[src/rtl/ptoc_defs.svh]
/*
  Offsets, field positions, reset values and masks for the PWM trigger and
  output-pin conditioning block.
  Assumes a 32-bit Avalon-MM slave with word addresses in bytes.
*/
`ifndef PTOC_DEFS_SVH
`define PTOC_DEFS_SVH

// ----------------------------------------------------------------------
// Register byte offsets
// ----------------------------------------------------------------------
`define PTOC_OFS_TRIGGER_CONTROL    4'h0
`define PTOC_OFS_OUTPUT_PIN_CONTROL 4'h4
`define PTOC_OFS_FAULT_CL_CONTROL   4'h8
`define PTOC_OFS_MODULE_CONTROL     4'hc

// ----------------------------------------------------------------------
// Field positions
// ----------------------------------------------------------------------
`define PTOC_TRG_DIV_LSB    12
`define PTOC_TRG_DUAL_BIT     7
`define PTOC_TRG_STRT_LSB     0
`define PTOC_IO_HIGH_POL_BIT  13
`define PTOC_IO_LOW_POL_BIT   12
`define PTOC_IO_OVREN_H_BIT   9
`define PTOC_IO_OVREN_L_BIT   8
`define PTOC_IO_OVR_DATA_LSB  6
`define PTOC_IO_CL_STATE_LSB  2
`define PTOC_IO_SWAP_BIT      1
`define PTOC_IO_OVR_SYNC_BIT  0
`define PTOC_FCL_IFLT_BIT     15
`define PTOC_FCL_CL_MODE_BIT  8
`define PTOC_MOD_EN_BIT     15

// ----------------------------------------------------------------------
// Reset values and masks
// ----------------------------------------------------------------------
`define PTOC_TRG_RESET  16'h0000
`define PTOC_IO_RESET   16'h0000
`define PTOC_FCL_RESET  16'h0000
`define PTOC_MOD_RESET  16'h0000
`define PTOC_TRG_MASK   16'hf0bf
`define PTOC_IO_MASK    16'h33cf
`define PTOC_FCL_MASK   16'h8100
`define PTOC_MOD_MASK   16'h8000

`endif

[src/rtl/ptoc_pkg.sv]
/*
  Types shared by the trigger and output-pin conditioning block.
  Assumes nothing beyond a SystemVerilog compiler.
*/
package ptoc_pkg;

  typedef enum logic [1:0] {
    ptoc_idle,
    ptoc_delay,
    ptoc_run
  } ptoc_phase_type;

  typedef struct packed {
    logic [15:0]    trigger_control;
    logic [15:0]    output_pin_control;
    logic [15:0]    fault_current_limit_control;
    logic [15:0]    module_control;
    logic           waitrequest;
    logic [31:0]    readdata;
    ptoc_phase_type phase;
    logic [5:0]     delay_count;
    logic [3:0]     event_count;
    logic           trigger_out;
    logic           secondary_trigger_out;
    logic [1:0]     override_applied;
    logic [1:0]     override_enable_applied;
    logic           high_side_output;
    logic           low_side_output;
  } ptoc_state_type;

endpackage : ptoc_pkg

[src/rtl/ptoc_pin_if.sv]
/*
  Interface carrying pin-conditioning controls to the output stage.
  Assumes one clock domain shared by both ends.
*/
`timescale 1ns/1ns
`default_nettype none

interface ptoc_pin_if;
  logic       pwm_high;
  logic       pwm_low;
  logic       current_limit_active;
  logic       independent_fault_mode;
  logic [1:0] current_limit_pin_state;
  logic       swap;
  logic       high_side_polarity;
  logic       low_side_polarity;
  logic [1:0] override_enable;
  logic [1:0] override_pin_data;
  logic       next_high;
  logic       next_low;

  modport ctrl (
    output pwm_high, pwm_low, current_limit_active, independent_fault_mode,
    output current_limit_pin_state, swap, high_side_polarity,
    output low_side_polarity, override_enable, override_pin_data,
    input  next_high, next_low
  );
  modport stage (
    input  pwm_high, pwm_low, current_limit_active, independent_fault_mode,
    input  current_limit_pin_state, swap, high_side_polarity,
    input  low_side_polarity, override_enable, override_pin_data,
    output next_high, next_low
  );
endinterface : ptoc_pin_if

`default_nettype wire

[src/rtl/ptoc_pin_stage.sv]
/*
  Combinational pin conditioning: current limit, override, swap, polarity.
  Assumes the caller registers the results.
*/
`timescale 1ns/1ns
`default_nettype none

module ptoc_pin_stage (
  ptoc_pin_if.stage pins
);

  logic active_high;
  logic active_low;

  always_comb begin
    active_high = pins.pwm_high;
    active_low  = pins.pwm_low;
    if (pins.current_limit_active && !pins.independent_fault_mode) begin
      active_high = pins.current_limit_pin_state[1];
      active_low  = pins.current_limit_pin_state[0];
    end
    if (pins.override_enable[1]) begin
      active_high = pins.override_pin_data[1];
    end
    if (pins.override_enable[0]) begin
      active_low = pins.override_pin_data[0];
    end
    if (pins.swap) begin
      pins.next_high = active_low ^ pins.high_side_polarity;
      pins.next_low  = active_high ^ pins.low_side_polarity;
    end else begin
      pins.next_high = active_high ^ pins.high_side_polarity;
      pins.next_low  = active_low ^ pins.low_side_polarity;
    end
  end

endmodule // ptoc_pin_stage

`default_nettype wire

[src/rtl/ptoc_top.sv]
/*
  PWM trigger postscaler, start delay and output-pin conditioning with an
  Avalon-MM register slave.
  Assumes pwm_cycle_start pulses once per PWM period and that trigger
  events arrive as one-cycle pulses on the same clock.
*/
// Our own choices: the placing of the registers and the Avalon-MM slave port.
// How it works
// - Output trigger every divider-plus-one events.
// - Dual mode merges secondary into primary trigger.
// - Wait start-delay PWM cycles before first trigger.
// - Normal mode: limit data bits drive pins.
// - Independent fault mode ignores limit data.
// - Swap routes high signal to low pin.
// - Overrides apply at PWM cycle or next clock.
// - Pin states pass through side polarity settings.
`timescale 1ns/1ns
`default_nettype none
`include "ptoc_defs.svh"

module ptoc_top
  import ptoc_pkg::*;
(
  input  wire logic        clock,
  input  wire logic        rst_n,
  input  wire logic [3:0]  avs_address,
  input  wire logic        avs_read,
  input  wire logic        avs_write,
  input  wire logic [31:0] avs_writedata,
  output logic [31:0]      avs_readdata,
  output logic             avs_waitrequest,
  input  wire logic        pwm_cycle_start,
  input  wire logic        primary_trigger_event,
  input  wire logic        secondary_trigger_event,
  input  wire logic        pwm_high_in,
  input  wire logic        pwm_low_in,
  input  wire logic        current_limit_active,
  output logic             trigger_out,
  output logic             secondary_trigger_out,
  output logic             high_side_output,
  output logic             low_side_output,
  output logic             pwm_module_enable
);

  ptoc_state_type state;
  ptoc_state_type next_state;
  ptoc_pin_if     pins ();

  logic [3:0] trigger_divider;
  logic       dual_trigger_mode;
  logic [5:0] trigger_start_delay;
  logic       override_sync;
  logic       enabled;
  logic       any_event;
  logic       slave_access;

  // ----------------------------------------------------------------------
  // Field decode
  // ----------------------------------------------------------------------
  function automatic logic [15:0] reg_mask(input logic [3:0] addr);
    case (addr)
      `PTOC_OFS_TRIGGER_CONTROL:    reg_mask = `PTOC_TRG_MASK;
      `PTOC_OFS_OUTPUT_PIN_CONTROL: reg_mask = `PTOC_IO_MASK;
      `PTOC_OFS_FAULT_CL_CONTROL:   reg_mask = `PTOC_FCL_MASK;
      `PTOC_OFS_MODULE_CONTROL:     reg_mask = `PTOC_MOD_MASK;
      default:                      reg_mask = 16'h0000;
    endcase
  endfunction

  assign trigger_divider     = state.trigger_control[`PTOC_TRG_DIV_LSB+:4];
  assign dual_trigger_mode   = state.trigger_control[`PTOC_TRG_DUAL_BIT];
  assign trigger_start_delay = state.trigger_control[`PTOC_TRG_STRT_LSB+:6];
  assign override_sync       = state.output_pin_control[`PTOC_IO_OVR_SYNC_BIT];
  assign enabled             = state.module_control[`PTOC_MOD_EN_BIT];
  assign slave_access        = (avs_read || avs_write) && state.waitrequest;

  // ----------------------------------------------------------------------
  // Pin stage
  // ----------------------------------------------------------------------
  assign pins.pwm_high             = pwm_high_in;
  assign pins.pwm_low              = pwm_low_in;
  assign pins.current_limit_active = current_limit_active &&
    state.fault_current_limit_control[`PTOC_FCL_CL_MODE_BIT];
  assign pins.independent_fault_mode =
    state.fault_current_limit_control[`PTOC_FCL_IFLT_BIT];
  assign pins.current_limit_pin_state =
    state.output_pin_control[`PTOC_IO_CL_STATE_LSB+:2];
  assign pins.swap = state.output_pin_control[`PTOC_IO_SWAP_BIT];
  assign pins.high_side_polarity =
    state.output_pin_control[`PTOC_IO_HIGH_POL_BIT];
  assign pins.low_side_polarity =
    state.output_pin_control[`PTOC_IO_LOW_POL_BIT];
  assign pins.override_enable   = state.override_enable_applied;
  assign pins.override_pin_data = state.override_applied;

  ptoc_pin_stage u_pin_stage (
    .pins (pins.stage)
  );

  // ----------------------------------------------------------------------
  // Next state
  // ----------------------------------------------------------------------
  always_comb begin
    next_state                       = state;
    next_state.trigger_out           = 1'b0;
    next_state.secondary_trigger_out = 1'b0;
    next_state.readdata              = 32'h0000_0000;
    any_event = primary_trigger_event ||
                (dual_trigger_mode && secondary_trigger_event);

    // Every access takes one wait cycle; a write lands only at the edge
    // where the master sees waitrequest low, as the bus defines it.
    next_state.waitrequest = !slave_access;
    if (avs_write && !state.waitrequest) begin
      case (avs_address)
        `PTOC_OFS_TRIGGER_CONTROL:
          next_state.trigger_control = avs_writedata[15:0] & `PTOC_TRG_MASK;
        `PTOC_OFS_OUTPUT_PIN_CONTROL:
          next_state.output_pin_control = avs_writedata[15:0] & `PTOC_IO_MASK;
        `PTOC_OFS_FAULT_CL_CONTROL:
          next_state.fault_current_limit_control =
            avs_writedata[15:0] & `PTOC_FCL_MASK;
        `PTOC_OFS_MODULE_CONTROL:
          next_state.module_control = avs_writedata[15:0] & `PTOC_MOD_MASK;
        default: ;
      endcase
    end
    if (slave_access && avs_read) begin
      case (avs_address)
        `PTOC_OFS_TRIGGER_CONTROL:
          next_state.readdata = {16'h0000, state.trigger_control};
        `PTOC_OFS_OUTPUT_PIN_CONTROL:
          next_state.readdata = {16'h0000, state.output_pin_control};
        `PTOC_OFS_FAULT_CL_CONTROL:
          next_state.readdata = {16'h0000, state.fault_current_limit_control};
        `PTOC_OFS_MODULE_CONTROL:
          next_state.readdata = {11'h000, state.event_count,
            state.delay_count, 9'h000, state.phase} |
            {16'h0000, state.module_control & reg_mask(avs_address)};
        default: next_state.readdata = 32'h0000_0000;
      endcase
    end

    // Start delay and postscaler.
    case (state.phase)
      ptoc_idle: begin
        next_state.delay_count = 6'h00;
        next_state.event_count = 4'h0;
        if (enabled) begin
          next_state.phase = (trigger_start_delay == 6'h00) ?
            ptoc_run : ptoc_delay;
        end
      end
      ptoc_delay: begin
        if (pwm_cycle_start) begin
          next_state.delay_count = state.delay_count + 6'h01;
          if (state.delay_count + 6'h01 >= trigger_start_delay) begin
            next_state.phase = ptoc_run;
          end
        end
      end
      ptoc_run: begin
        if (any_event) begin
          if (state.event_count >= trigger_divider) begin
            next_state.event_count = 4'h0;
            next_state.trigger_out = 1'b1;
          end else begin
            next_state.event_count = state.event_count + 4'h1;
          end
        end
        // Separate secondary trigger only when not merged.
        next_state.secondary_trigger_out =
          secondary_trigger_event && !dual_trigger_mode;
      end
      default: next_state.phase = ptoc_idle;
    endcase
    if (!enabled) begin
      next_state.phase       = ptoc_idle;
      next_state.delay_count = 6'h00;
      next_state.event_count = 4'h0;
    end

    // Override capture: on PWM cycle start when synced, else next clock.
    if (!override_sync || pwm_cycle_start) begin
      next_state.override_applied =
        state.output_pin_control[`PTOC_IO_OVR_DATA_LSB+:2];
      next_state.override_enable_applied = {
        state.output_pin_control[`PTOC_IO_OVREN_H_BIT],
        state.output_pin_control[`PTOC_IO_OVREN_L_BIT]};
    end

    next_state.high_side_output = pins.next_high;
    next_state.low_side_output  = pins.next_low;
  end

  // ----------------------------------------------------------------------
  // State register
  // ----------------------------------------------------------------------
  always_ff @(posedge clock) begin
    if (!rst_n) begin
      state                             <= '0;
      state.trigger_control             <= `PTOC_TRG_RESET;
      state.output_pin_control          <= `PTOC_IO_RESET;
      state.fault_current_limit_control <= `PTOC_FCL_RESET;
      state.module_control              <= `PTOC_MOD_RESET;
      state.waitrequest                 <= 1'b1;
      state.phase                       <= ptoc_idle;
    end else begin
      state <= next_state;
    end
  end

  assign avs_readdata          = state.readdata;
  assign avs_waitrequest       = state.waitrequest;
  assign trigger_out           = state.trigger_out;
  assign secondary_trigger_out = state.secondary_trigger_out;
  assign high_side_output      = state.high_side_output;
  assign low_side_output       = state.low_side_output;
  assign pwm_module_enable     = state.module_control[`PTOC_MOD_EN_BIT];

endmodule // ptoc_top

`default_nettype wire

[config.mk]
export PLATFORM = sky130hd
export DESIGN_NAME = ptoc_top
export DESIGN_NICKNAME = d
export VERILOG_FILES = /design/src/rtl/ptoc_pkg.sv /design/src/rtl/ptoc_pin_if.sv /design/src/rtl/ptoc_pin_stage.sv /design/src/rtl/ptoc_top.sv
export VERILOG_INCLUDE_DIRS = /design/src /design/src/rtl
export SDC_FILE = /design/constraint.sdc
export NUM_CORES = 1
export LEC_CHECK = 0
export ABC_CLOCK_PERIOD_IN_PS = 2600
export BUFFER_PORTS_ARGS = -buffer_cell sky130_fd_sc_hd__buf_2
export CORE_MARGIN = 5
export CORE_UTILIZATION = 45
export CTS_BUF_LIST = sky130_fd_sc_hd__clkbuf_8
export CTS_CLUSTER_DIAMETER = 100
export CTS_CLUSTER_SIZE = 28
export DETAILED_ROUTE_END_ITERATION = 12
export PLACE_DENSITY = 0.76
export SETUP_SLACK_MARGIN = 0.5
export SYNTH_ARGS = -nofsm -noshare
export SYNTH_HDL_FRONTEND = slang
export SYNTH_SLANG_ARGS = --single-unit
[constraint.sdc]
create_clock -name clock -period 2.6 [get_ports clock]
set_input_delay 0.39 -clock clock [delete_from_list [all_inputs] [get_ports clock]]
set_output_delay 0.39 -clock clock [all_outputs]
set_load 0.02 [all_outputs]
==> qor.yml <==
outcome: "finished, final reports clean"
hp-class: "in2reg"
fin_crit_sh_pct: 75.3
grt_max_degree: 21
dr_wl_met3_um: 371
wl_met1_mm: 3.02
ff2ff_setup_slack_ns: 0.64
viasPerCell: 5.02
end_kind: "register"
first_global_vias: 2309
holdBufCountCts: 0
relSlewSlack_pct: 65.6
postSynth.asyncResetShare_pct: 0
die_area_um2: 8780
drt-initial-drc-count: 109
pwr_density_cell_nw_per_um2: 535
period_minus_slack_ns: 1.96
top_layer: "met4"
n_fill_cell: 649
die_h_um: 93.7
synthesis.area_um2: 3150
dp_slack_ns: 0.241
synth-edff-count: 0
ys_seq_area_share_pct: 41.3
port-buffer-count: 53
path_max_fanout: 5
clock.fmax_ghz: 0.511
synth_top_family_by_area: "simple AND/OR/NAND/NOR gates"
cts_tree: "built"
cts.path.max_buffers: 2
setup_slack_ns: 0.642
initial_utilization_pct: 46.4
yosys_warnings: 0
hold_start: "avs_write"
cp.required_ns: 2.83
synthSimpleGateAreaFrac_pct: 20.6
finalHoldViolCount: 0
synthAdderAreaFrac_pct: 4.76
r2r_start: "state[12]"
muxShareOfSynthArea_pct: 8.10
fin_nets: 442
grt_usage_pct: 15.8
wl_mm: 6.53
syn_avg_cell_area_um2: 9.01
clock_latency_ns: 0.34
hold_end: "avs_waitrequest"
cts-root-buf: "clkbuf_8"
drcViolationCount: 0
setup_viol: 0
synth-compound-area-share_pct: 12.1
met2_length_mm: 3.08
hpwl_mm: 4.72
hold_depth: 2
vias: 2429
tns_ns: 0
ant_nets: 0
path_clk_slew_ns: 0.07
ys.flop_type: "dfxtp_1"
htree_num_levels: 3
gp_congestion: 0.843
multi_input_area_um2: 1570
layout-drive-gt1-share_pct: 22.9
boundaryPins: 84
syn_to_final_growth_pct: 12.4
clkSinkCount: 65
yosysUniqueCellTypes: 44
cts_buffers: 9
antenna-diode-count: 0
worst_pin_slew_ns: 0.515
yosys.area_share.xor_xnor_pct: 1.67
wl_per_cell_um: 13.5
antenna_found_initial: 0
grt_setup_unrepaired: "no"
worstPathArrival_ns: 2.19
yosys_register_bits: 65
core-area_um2: 6790
placementRows: 30
worst_r2r_path_depth: 9
skew_ns: 0.00643
crit_start: "state[12]"
reg2reg_to: "state[18]"
ir_drop_v: 0.000342
die_w_um: 93.7
p_leak_uw: 0.00150
slew_violations: 0
critical_path_class: "reg2reg"
grt_overflow: 0
cap_viol_max_count: 0
drtPass1Iterations: 4
synthCells: 350
startpoint_type: "register"
grt_pass1_wl_mm: 10.9
ff_latch_area_um2: 1310
## routing by layer
| metal | global-route usage (%) | vias to the layer above |
|---|---|---|
| met5 | 0 | - |
| met4 | 6.50 | 0 |
| met3 | 3.69 | 8 |
| met2 | 25.5 | 67 |
| met1 | 20.3 | 1129 |
| li1 | - | 1225 |
## power breakdown
part	switching (µW)	internal, µW
clock	369	414
sequential	4.21	998
combinational	72.2	40.1
total	445	1450
## registers in the layout (all words and copies together) (netlist names), 2 cells and up
name / count
pins.override_pin_data: 2
avs_readdata: 20
state: 27
pins.current_limit_pin_state: 2
pins.override_enable: 2
## layout make-up
type,count,share of cell area (%)
clock buffer,12,4.66
inverter,14,1.48
tap,96,3.39
sequential,65,37.0
timing repair buffer,59,8.75
multi-input combinational,235,44.3
clock inverter,3,0.459
## cells in the mapped netlist (all sizes together), types with 2 or more instances
cell type	instances	area share, %
inv	14	1.7
mux2	4	1.4
nor2b	20	4.0
dfxtp	65	41
nand4	3	0.60
nor3	8	1.3
clkbuf	9	1.1
nand2	26	3.3
nand2b	4	0.79
a21oi	11	1.7
xor2	2	0.56
a31oi	3	0.60
a21o	3	0.71
a32oi	3	0.83
and2	7	1.4
nor4	2	0.40
o21ai	7	1.1
ha	12	4.8
xnor2	4	1.1
nor2	26	3.2
buf	38	8.7
and3	4	0.83
nand3b	2	0.48
a22oi	9	2.1
a21boi	13	3.1
nand3	19	3.0
a211oi	2	0.48
mux2i	21	6.7
## how the worst max path moves through the flow
| stage | end | slack [ns] | cells past startpoint |
|---|---|---|---|
| finish | state[18] | 0.64 | 9 |
| detailed placement | state[18] | 0.24 | 9 |
| floorplan | state[18] | 0.60 | 9 |
| global placement | state[18] | 0.39 | 9 |
| CTS | state[18] | 0.51 | 9 |
| global route | state[18] | 0.51 | 9 |
## worst max-delay path, cell delays in order, from the launching register on
cell and delay, ns:
dfxtp_4 0.38, ha_4 0.15, nand3_2 0.09, xnor2_2 0.22, ha_1 0.27, a21o_1 0.19
a21oi_1 0.14, o22a_1 0.17, nor2_1 0.05, a2111oi_2 0.20
## what timing repair did
item / 4_1_cts / 5_1_grt
buffers inserted: 0 / 2
pin swaps: 1 / 4
gates resized for setup: 11 / 1
setup endpoints to repair: 1 / 1
## logic make-up (layout without fill, tap and decap cells)
family / count (synthesis) / after routing
DFF: 65 / 65
and+or+nand+nor: 124 / 124
xor gates and xnor gates: 6 / 6
adders and majority gates: 12 / 12
buffers and inverters: 61 / 88
muxes: 25 / 25
AOI/OAI and AO/OA: 56 / 56
other: 1 / 12
## stage by stage
| step | cell area [µm²] | hold slack (ns) | cells | util (%) | power [µW] |
|---|---|---|---|---|---|
| 6_report | 3540 | 0.274 | 484 | 52.2 | 1900 |
| 5_1_grt | 3540 | 0.270 | 484 | 52.2 | 1970 |
| 4_1_cts | 3530 | 0.271 | 482 | 51.9 | 1910 |
| 3_5_place_dp | 3300 | 0.460 | 467 | 48.6 | 1140 |
| 3_3_place_gp | 3300 | 0.453 | 467 | 48.6 | 1140 |
| 2_1_floorplan | 3190 | 0.441 | 361 | - | 1110 |
## cells in the final DEF, fill, tap and decap left out, drive strengths merged, types with 7 or more instances in the layout
cell / Yosys / layout
mux2i: 21 / 21
and2: 7 / 7
clkbuf: 9 / 12
a21boi: 13 / 13
dfxtp: 65 / 65
nor3: 8 / 8
nand2: 26 / 26
ha: 12 / 12
conb: 1 / 12
a22oi: 9 / 9
nor2: 26 / 26
o21ai: 7 / 7
nor2b: 20 / 20
inv: 14 / 15
nand3: 19 / 19
a21oi: 11 / 11
buf: 38 / 59
Note: power is estimated with default switching activity, not from simulation.
